$ cat config.mk
export PLATFORM = sky130hd
export DESIGN_NAME = tcc_timer_channel
export DESIGN_NICKNAME = d
export VERILOG_FILES = /design/src/design/tcc_pkg.sv /design/src/design/tcc_edge_if.sv /design/src/design/tcc_edge_detect.sv /design/src/design/tcc_timer_channel.sv
export SDC_FILE = /design/constraint.sdc
export NUM_CORES = 1
export LEC_CHECK = 0
export BUFFER_PORTS_ARGS = -buffer_cell sky130_fd_sc_hd__buf_2
export CORE_MARGIN = 2
export CORE_UTILIZATION = 35
export CTS_CLUSTER_DIAMETER = 120
export DETAILED_ROUTE_END_ITERATION = 8
export GPL_ROUTABILITY_DRIVEN = 1
export PLACE_DENSITY_LB_ADDON = 0.1
export SLEW_MARGIN = 0
export SYNTH_ARGS = -nofsm -noshare
export SYNTH_HDL_FRONTEND = slang
export SYNTH_HIERARCHICAL = 1
export SYNTH_SLANG_ARGS = --single-unit
$ cat constraint.sdc
create_clock -name ref_clk -period 2.14 [get_ports ref_clk]
set_clock_uncertainty 0.05 [all_clocks]
set_input_delay 0.107 -clock ref_clk [delete_from_list [all_inputs] [get_ports ref_clk]]
set_output_delay 0.107 -clock ref_clk [all_outputs]
set_load 0.05 [all_outputs]
$ cat src/design/tcc_pkg.sv
// constants and types shared by the timer channel counter core
// assumes every user writes tcc_pkg::name, nothing imported
`default_nettype none
package tcc_pkg;
	localparam int CNT_W = 16;
	localparam int PRESC_W = 15;
	localparam int FILT_DEPTH = 3;
	localparam logic [15:0] CNT_ZERO = 16'h0000;
	localparam logic [15:0] CNT_FULL = 16'hffff;
	localparam logic [15:0] CNT_RESET = 16'h0000;
	localparam logic [15:0] DATA_RESET = 16'h0000;
	localparam logic [1:0] EDGE_FALL = 2'h0;
	localparam logic [1:0] EDGE_RISE = 2'h1;
	localparam logic [1:0] EDGE_BOTH = 2'h2;

	typedef enum logic [2:0]
	{
		MODE_INTERVAL = 3'h0,
		MODE_EVENT = 3'h1,
		MODE_CAPTURE = 3'h2,
		MODE_ONECOUNT = 3'h3,
		MODE_CAPONE = 3'h4
	} tcc_mode_t;

	// gray along stop -> arm -> run
	typedef enum logic [1:0]
	{
		ST_STOP = 2'h0,
		ST_ARM = 2'h1,
		ST_RUN = 2'h3
	} tcc_state_t;
endpackage
`default_nettype wire

$ cat src/design/tcc_edge_if.sv
// edge detector hookup between the counter core and its input sampler
// assumes one clock domain, ref_clk
`timescale 1ns/1ps
`default_nettype none
interface tcc_edge_if;
	logic opClkEn;
	logic pin;
	logic filterEn;
	logic rise;
	logic fall;
	modport det (input opClkEn, input pin, input filterEn,
		output rise, output fall);
	modport core (output opClkEn, output pin, output filterEn,
		input rise, input fall);
endinterface
`default_nettype wire

$ cat src/design/tcc_edge_detect.sv
// input pin sampler on the operation clock with optional noise filter
// assumes pin already synchronous to ref_clk, reset already synchronised
`timescale 1ns/1ps
`default_nettype none
module tcc_edge_detect
(
	input wire logic ref_clk,
	input wire logic rstSyncN,
	tcc_edge_if.det edgeIf
);
	localparam int FD = tcc_pkg::FILT_DEPTH;
	logic [FD-1:0] sampleQ;
	logic filtQ;
	logic filtD;
	logic prevQ;
	logic levelNow;
	logic allHigh;
	logic [FD-1:0] sampleD;
	logic nextHigh;
	logic nextLow;
	logic filtPick;

	assign allHigh = &sampleQ;
	assign sampleD = {sampleQ[FD-2:0], edgeIf.pin};
	assign nextHigh = &sampleD;
	assign nextLow = ~|sampleD;
	// decided on the tick itself, so the filter costs exactly two ticks
	assign filtPick = nextHigh ? 1'b1 : (nextLow ? 1'b0 : filtQ); // [RQ14]
	assign filtD = edgeIf.opClkEn ? filtPick : filtQ; // [RQ14]
	assign levelNow = edgeIf.filterEn ? filtQ : sampleQ[0];
	// level changes only just after a tick, so these are one-cycle
	assign edgeIf.rise = levelNow & ~prevQ; // [RQ18]
	assign edgeIf.fall = ~levelNow & prevQ; // [RQ18]

	always_ff @(posedge ref_clk or negedge rstSyncN)
	begin
		if (!rstSyncN)
		begin
			sampleQ <= '0;
			filtQ <= 1'b0;
			prevQ <= 1'b0;
		end
		else
		begin
			if (edgeIf.opClkEn)
				sampleQ <= sampleD; // [RQ18]
			filtQ <= filtD;
			prevQ <= levelNow;
		end
	end
endmodule
`default_nettype wire

$ cat src/design/tcc_timer_channel.sv
// counter core of one timer channel, five counting modes
// assumes control strobes are one-cycle pulses synchronous to ref_clk
// What this block does
// [RQ1] start write sets enabled flag; interval/capture count holds until next count clock
// [RQ2] interval/capture: first count clock makes start trigger, optional irq
// [RQ3] interval: first count clock loads data, later clocks decrement
// [RQ4] interval: count clock at zero raises irq, reloads, keeps counting
// [RQ5] event: count holds stopped; start write loads data at once
// [RQ6] event: with source select on edges, each valid input edge decrements the count, or at zero raises irq and reloads data
// [RQ7] capture: start trigger loads zero, later clocks increment
// [RQ8] capture: valid edge captures count, raises irq, restarts at zero
// [RQ9] one-count modes: start write enters wait for rising input edge
// [RQ10] one-count: trigger loads data, then decrement per count clock
// [RQ11] one-count: at zero raise irq, force all ones, wait next trigger
// [RQ12] capture one-count: rising edge trigger loads zero, then increments
// [RQ13] capture one-count: falling edge captures count and raises irq
// [RQ14] noise filter adds two operation clocks of edge delay
// [RQ15] interval/capture first period may run one count clock long
// [RQ16] operation clock (prescaleDiv above 0), start strobe and irq are one-cycle pulses
// [RQ17] outside capture modes, source select picks operation clock or input edges as count clock
// [RQ18] input edges sampled by operation clock, one to two periods lag
// [RQ19] count and data registers sixteen bits; data reloads or captures
`timescale 1ns/1ps
`default_nettype none
module tcc_timer_channel
#(
	parameter int CNT_W = tcc_pkg::CNT_W,
	parameter int PRESC_W = tcc_pkg::PRESC_W
)
(
	input wire logic ref_clk,
	input wire logic rst_n,
	input wire logic channelStartBit,
	input wire logic channelStopBit,
	input wire logic [2:0] modeSel,
	input wire logic startIrqSelect,
	input wire logic countSourceSelect,
	input wire logic [1:0] validEdgeSel,
	input wire logic noiseFilterEn,
	input wire logic [PRESC_W-1:0] prescaleDiv,
	input wire logic dataWrEn,
	input wire logic [CNT_W-1:0] dataWrValue,
	input wire logic timerInputPin,
	output logic [CNT_W-1:0] countValueReg,
	output logic [CNT_W-1:0] reloadCaptureReg,
	output logic channelEnabledFlag,
	output logic channelIrq,
	output logic startTrigStrobe,
	output logic opClkEn
);
	// refused at elaboration: counter logic needs at least two bits
	if (CNT_W < 2 || PRESC_W < 1)
	begin
		$error("tcc_timer_channel: unsupported width");
	end

	function automatic logic isOneShot(input tcc_pkg::tcc_mode_t m);
		isOneShot = (m == tcc_pkg::MODE_ONECOUNT) ||
			(m == tcc_pkg::MODE_CAPONE);
	endfunction

	function automatic logic isCapture(input tcc_pkg::tcc_mode_t m);
		isCapture = (m == tcc_pkg::MODE_CAPTURE) ||
			(m == tcc_pkg::MODE_CAPONE);
	endfunction

	// reset release through two flops
	logic [1:0] rstPipeQ;
	logic rstSyncN;

	always_ff @(posedge ref_clk or negedge rst_n)
	begin
		if (!rst_n)
			rstPipeQ <= 2'h0;
		else
			rstPipeQ <= {rstPipeQ[0], 1'b1};
	end
	assign rstSyncN = rstPipeQ[1];

	// operation clock: one-cycle enable every prescaleDiv+1 cycles
	logic [PRESC_W-1:0] prescQ;
	logic opClkQ;
	logic prescWrap;

	assign prescWrap = (prescQ >= prescaleDiv);

	always_ff @(posedge ref_clk or negedge rstSyncN)
	begin
		if (!rstSyncN)
		begin
			prescQ <= '0;
			opClkQ <= 1'b0;
		end
		else
		begin
			prescQ <= prescWrap ? '0 : prescQ + 1'b1;
			opClkQ <= prescWrap; // [RQ16]
		end
	end
	assign opClkEn = opClkQ;

	tcc_edge_if edgeIf ();
	assign edgeIf.opClkEn = opClkQ;
	assign edgeIf.pin = timerInputPin;
	assign edgeIf.filterEn = noiseFilterEn;

	tcc_edge_detect uEdge
	(
		.ref_clk(ref_clk),
		.rstSyncN(rstSyncN),
		.edgeIf(edgeIf.det)
	);

	tcc_pkg::tcc_mode_t modeV;
	logic validEdge;
	logic countClk;
	logic pinRise;
	logic pinFall;

	assign modeV = tcc_pkg::tcc_mode_t'(modeSel);
	assign pinRise = edgeIf.rise;
	assign pinFall = edgeIf.fall;
	assign validEdge = (validEdgeSel == tcc_pkg::EDGE_RISE) ? pinRise :
		(validEdgeSel == tcc_pkg::EDGE_FALL) ? pinFall :
		(validEdgeSel == tcc_pkg::EDGE_BOTH) ? (pinRise | pinFall) :
		1'b0;
	// capture modes time with the operation clock; edges are captures
	assign countClk = (countSourceSelect && !isCapture(modeV)) ?
		validEdge : opClkQ; // [RQ17]

	tcc_pkg::tcc_state_t stateQ;
	tcc_pkg::tcc_state_t stateD;
	logic [CNT_W-1:0] countQ;
	logic [CNT_W-1:0] countD;
	logic [CNT_W-1:0] dataQ;
	logic [CNT_W-1:0] dataD;
	logic irqQ;
	logic irqD;
	logic trigQ;
	logic trigD;
	logic countIsZero;

	assign countIsZero = (countQ == '0);

	always_comb
	begin
		stateD = stateQ;
		countD = countQ;
		dataD = dataWrEn ? dataWrValue : dataQ;
		irqD = 1'b0;
		trigD = 1'b0;
		if (channelStopBit)
			stateD = tcc_pkg::ST_STOP;
		else
		begin
			case (stateQ)
				tcc_pkg::ST_STOP:
				begin
					if (channelStartBit && modeV == tcc_pkg::MODE_EVENT)
					begin
						countD = dataQ; // [RQ5]
						stateD = tcc_pkg::ST_RUN; // [RQ1]
					end
					else if (channelStartBit)
						stateD = tcc_pkg::ST_ARM; // [RQ1] [RQ9]
				end
				tcc_pkg::ST_ARM:
				begin
					if (isOneShot(modeV))
					begin
						if (pinRise)
						begin
							trigD = 1'b1;
							countD = (modeV == tcc_pkg::MODE_ONECOUNT) ?
								dataQ : '0; // [RQ10] [RQ12]
							stateD = tcc_pkg::ST_RUN;
						end
					end
					else if (modeV == tcc_pkg::MODE_EVENT)
					begin
						countD = dataQ; // [RQ5]
						stateD = tcc_pkg::ST_RUN;
					end
					// waiting for the count clock stretches period one [RQ15]
					else if (countClk)
					begin
						trigD = 1'b1; // [RQ2]
						irqD = startIrqSelect; // [RQ2]
						countD = (modeV == tcc_pkg::MODE_INTERVAL) ?
							dataQ : '0; // [RQ3] [RQ7]
						stateD = tcc_pkg::ST_RUN;
					end
				end
				tcc_pkg::ST_RUN:
				begin
					case (modeV)
						tcc_pkg::MODE_INTERVAL, tcc_pkg::MODE_EVENT:
						begin
							if (countClk && countIsZero)
							begin
								irqD = 1'b1; // [RQ4]
								countD = dataQ; // [RQ4] [RQ19]
							end
							else if (countClk)
								countD = countQ - 1'b1; // [RQ3] [RQ6]
						end
						tcc_pkg::MODE_CAPTURE:
						begin
							if (validEdge)
							begin
								dataD = countQ; // [RQ8] [RQ19]
								irqD = 1'b1; // [RQ8]
								countD = '0; // [RQ8]
							end
							else if (countClk)
								countD = countQ + 1'b1; // [RQ7]
						end
						tcc_pkg::MODE_ONECOUNT:
						begin
							if (countClk && countIsZero)
							begin
								irqD = 1'b1; // [RQ11]
								countD = '1; // [RQ11]
								stateD = tcc_pkg::ST_ARM; // [RQ11]
							end
							else if (countClk)
								countD = countQ - 1'b1; // [RQ10]
						end
						tcc_pkg::MODE_CAPONE:
						begin
							// count holds after capture until next rise
							if (pinFall)
							begin
								dataD = countQ; // [RQ13]
								irqD = 1'b1; // [RQ13]
								stateD = tcc_pkg::ST_ARM;
							end
							else if (countClk)
								countD = countQ + 1'b1; // [RQ12]
						end
						default:
							stateD = tcc_pkg::ST_STOP;
					endcase
				end
				default:
					stateD = tcc_pkg::ST_STOP;
			endcase
		end
	end

	always_ff @(posedge ref_clk or negedge rstSyncN)
	begin
		if (!rstSyncN)
		begin
			stateQ <= tcc_pkg::ST_STOP;
			countQ <= CNT_W'(tcc_pkg::CNT_RESET);
			dataQ <= CNT_W'(tcc_pkg::DATA_RESET);
			irqQ <= 1'b0;
			trigQ <= 1'b0;
		end
		else
		begin
			stateQ <= stateD;
			countQ <= countD;
			dataQ <= dataD;
			irqQ <= irqD; // [RQ16]
			trigQ <= trigD; // [RQ16]
		end
	end

	assign countValueReg = countQ;
	assign reloadCaptureReg = dataQ;
	assign channelEnabledFlag = (stateQ != tcc_pkg::ST_STOP);
	assign channelIrq = irqQ;
	assign startTrigStrobe = trigQ;

	logic armCount;
	assign armCount = (modeV == tcc_pkg::MODE_INTERVAL) ||
		(modeV == tcc_pkg::MODE_CAPTURE);
endmodule
`default_nettype wire

==> results.cfg <==
[outcome]
status = finished with violations
violations = setup timing

[routing]
first_iter_violations = 273
routed.top_layer = met4
vias_per_cell = 5.30
drcViolationCount = 0
drt-met1-wl_mm = 6.73
vias = 4702
wirelength_mm = 15.1
wl_met3_um = 777
drtPass1Iterations = 4
met2_length_mm = 7.41
routedWlPerCell_um = 17.0
ant_nets = 0

[logic_synthesis]
synth_ff_type = dfrtp_1
synthesis.instances = 523
synth.distinct_cells = 74
yosys_warnings = 6
synth_seq_area_share = 0.330
synth_edf_count = 0
syn_nets = 586
yosys_register_bits = 58
syn_area_sq_um = 4400
synth.avg_cell_area_sq_um = 8.42
synthArstFlopShare = 1.00

[final_layout]
layout-drive-gt1-share = 0.445
area_delta_synth_final_pct = 52.4
postLayoutCoreUtil = 0.552
finalNetCount = 777
antenna_cells = 0

[floorplanning]
design.die.area_sq_um = 13500
start_util = 0.362
die_w_um = 116
row_count = 40
io_pins = 81
die-height_um = 116
core_sq_um = 12200

[sta]
setup_viol = 30
worst_pin_slew_ps = 614
slew_violations = 0
finalSetupTns_ps = -2920
relSlewSlack = 0.590
hold_violations = 0
hold_ws_ps = 4.98
min_period_ps = 2360
fmax_mhz = 423
setup_slack_ps = -223
rsz0062_at_grt = true
period_share = 1.10

[clock_network]
clkTransAtPathRegs_ps = 50
clock_sinks = 58
cts_buffers = 9
cts_tree = done
root_buffer = clkbuf_16
cts_buffer_depth = 2
cts_max_level = 3
clkLatencyLatePin_ps = 340

[placed_design]
gp_congestion = 0.913
numPortBuffers = 80
post-place-ws_ps = -311
dpl.hpwl_mm = 10.8

[worst_setup_path]
crit_path_start = uEdge/filtQ
rr_endpoint = countValueReg[5]
rrSetupSlack_ps = -220
critPathArrivalTime_ps = 2520
r2r_cells = 10
worst-setup-path-type = register to register
cp-start-kind = register
critPathMaxFanout = 7
reg2reg_from = uEdge/filtQ
end_kind = register
required_ps = 2300

[power]
leakagePower_nw = 3.08
powerDensity_nw_per_um2 = 855
ir_worst_vdd_mv = 0.447
totalPowerFinal_mw = 5.74

[worst_hold_path]
holdPathEnd = reloadCaptureReg[2]
hold_start = dataWrValue[2]
hp-class = input pin to register
holdPathStages = 3

[global_routing]
grt_first_pass_wirelength_mm = 23.2
antenna_found_initial = 0
grt_pass1_vias = 4543
grt_use_total = 0.224
grt-ovfl-total = 0
grt_max_degree = 38

[flow_run]
max_cap_violations = 0
-- cells in the mapped netlist (3+ instances only) --
cell type / number / area share
or3_1: 3 / 0.0043
a211oi_1: 6 / 0.010
nor3b_1: 3 / 0.0051
nor3_1: 16 / 0.018
o31ai_1: 6 / 0.010
and2_1: 7 / 0.0099
xnor2_1: 11 / 0.022
nand2b_1: 7 / 0.0099
inv_1: 24 / 0.020
nand4_1: 4 / 0.0057
and3_1: 12 / 0.017
nor2_1: 50 / 0.043
nor2b_1: 3 / 0.0043
nand3_1: 21 / 0.024
clkbuf_1: 18 / 0.015
or4_1: 3 / 0.0051
o21ai_0: 40 / 0.045
o211ai_1: 9 / 0.015
nand2_1: 48 / 0.041
nor4_1: 6 / 0.0085
mux2i_1: 19 / 0.043
mux2_2: 3 / 0.0077
buf_4: 3 / 0.0051
dfrtp_1: 58 / 0.33
a21oi_1: 22 / 0.025
ha_1: 18 / 0.051
a31oi_1: 7 / 0.0099
a221oi_1: 4 / 0.0080
a21o_1: 9 / 0.015
xor2_1: 18 / 0.036
buf_2: 9 / 0.010
-- report_power, final --
| group | switching [mW] | total [mW] | internal, mW |
|---|---|---|---|
| logic | 1.61 | 2.63 | 1.02 |
| registers | 0.220 | 1.54 | 1.32 |
| clock network | 0.523 | 1.57 | 1.05 |
| total | 2.35 | 5.74 | 3.39 |
-- layer usage --
metal  GRT usage  vias up
met3      0.0462       10
met5           0        -
met1       0.288     2291
li1            -     2277
met2       0.388      124
met4      0.0516        0
-- critical path, stage by stage, from the launching register on --
cell,delay [ps]
dfrtp_1,380
mux2i_2,220
and2_4,200
nand2b_4,60
o211a_4,190
a211oi_4,370
buf_4,180
and3_4,170
xor2_1,60
a221oi_1,240
o21ai_1,100
-- what timing repair did --
action	4_1_cts	5_1_grt
endpoints found under the hold margin	6	0
endpoints found under the setup margin	19	51
buffers inserted	9	16
gates cloned	0	4
hold buffers	4	0
pin swaps	24	29
resized for setup	27	67
-- flip-flops by register name, indices dropped and copies added, names as in the netlist, 2 cells and up --
signal	flops
uEdge/sampleQ	2
rstPipeQ	2
countValueReg	16
reloadCaptureReg	16
stateQ	2
prescQ	15
-- cell families (layout without fill, tap and decap cells) --
logic type,count (synthesis),after routing,synth area share
mux,22,22,0.0509
buf+inv,57,253,0.0574
xor+xnor,30,30,0.0614
simple gates,198,198,0.232
other cells,1,1,0.000851
compound gates,139,139,0.217
flops,58,58,0.330
fa+ha+maj,18,18,0.0511
-- how the worst max path moves through the flow --
stage / to / slack (ps) / cells after the start
floorplan: countValueReg[12] / -270 / 7
global placement: countValueReg[15] / -250 / 10
detailed placement: countValueReg[12] / -310 / 10
CTS: countValueReg[5] / -180 / 10
global route: countValueReg[11] / -300 / 11
finish: countValueReg[5] / -220 / 10
-- layout make-up --
| class | instances | area [sq um] |
|---|---|---|
| Inverter | 24 | 92.6 |
| Timing Repair Buffer | 213 | 1560 |
| Multi-Input combinational cell | 408 | 3060 |
| Tap cell | 168 | 210 |
| Sequential cell | 58 | 1470 |
| Clock inverter | 5 | 77.6 |
| Clock buffer | 11 | 243 |
| Fill cell | 1180 | 5450 |
-- placed cells by master (no fill, tap or decap), types with 17 or more instances in the layout --
cell type / netlist / final
ha_1: 18 / 17
xor2_1: 18 / 18
buf_2: 9 / 80
o21ai_0: 40 / 29
inv_1: 24 / 22
nand3_1: 21 / 18
nand2_1: 48 / 46
nor2_1: 50 / 41
mux2i_1: 19 / 18
dfrtp_1: 58 / 44
a21oi_1: 22 / 21
buf_4: 3 / 106
-- metrics by stage --
stage / area (sq um) / cells
after floorplan: 4530 / 523
after global placement: 5730 / 839
after detailed placement: 5730 / 839
after CTS: 6270 / 868
after global routing: 6710 / 887
final: 6710 / 887
Power figures use the tool's default switching activity.
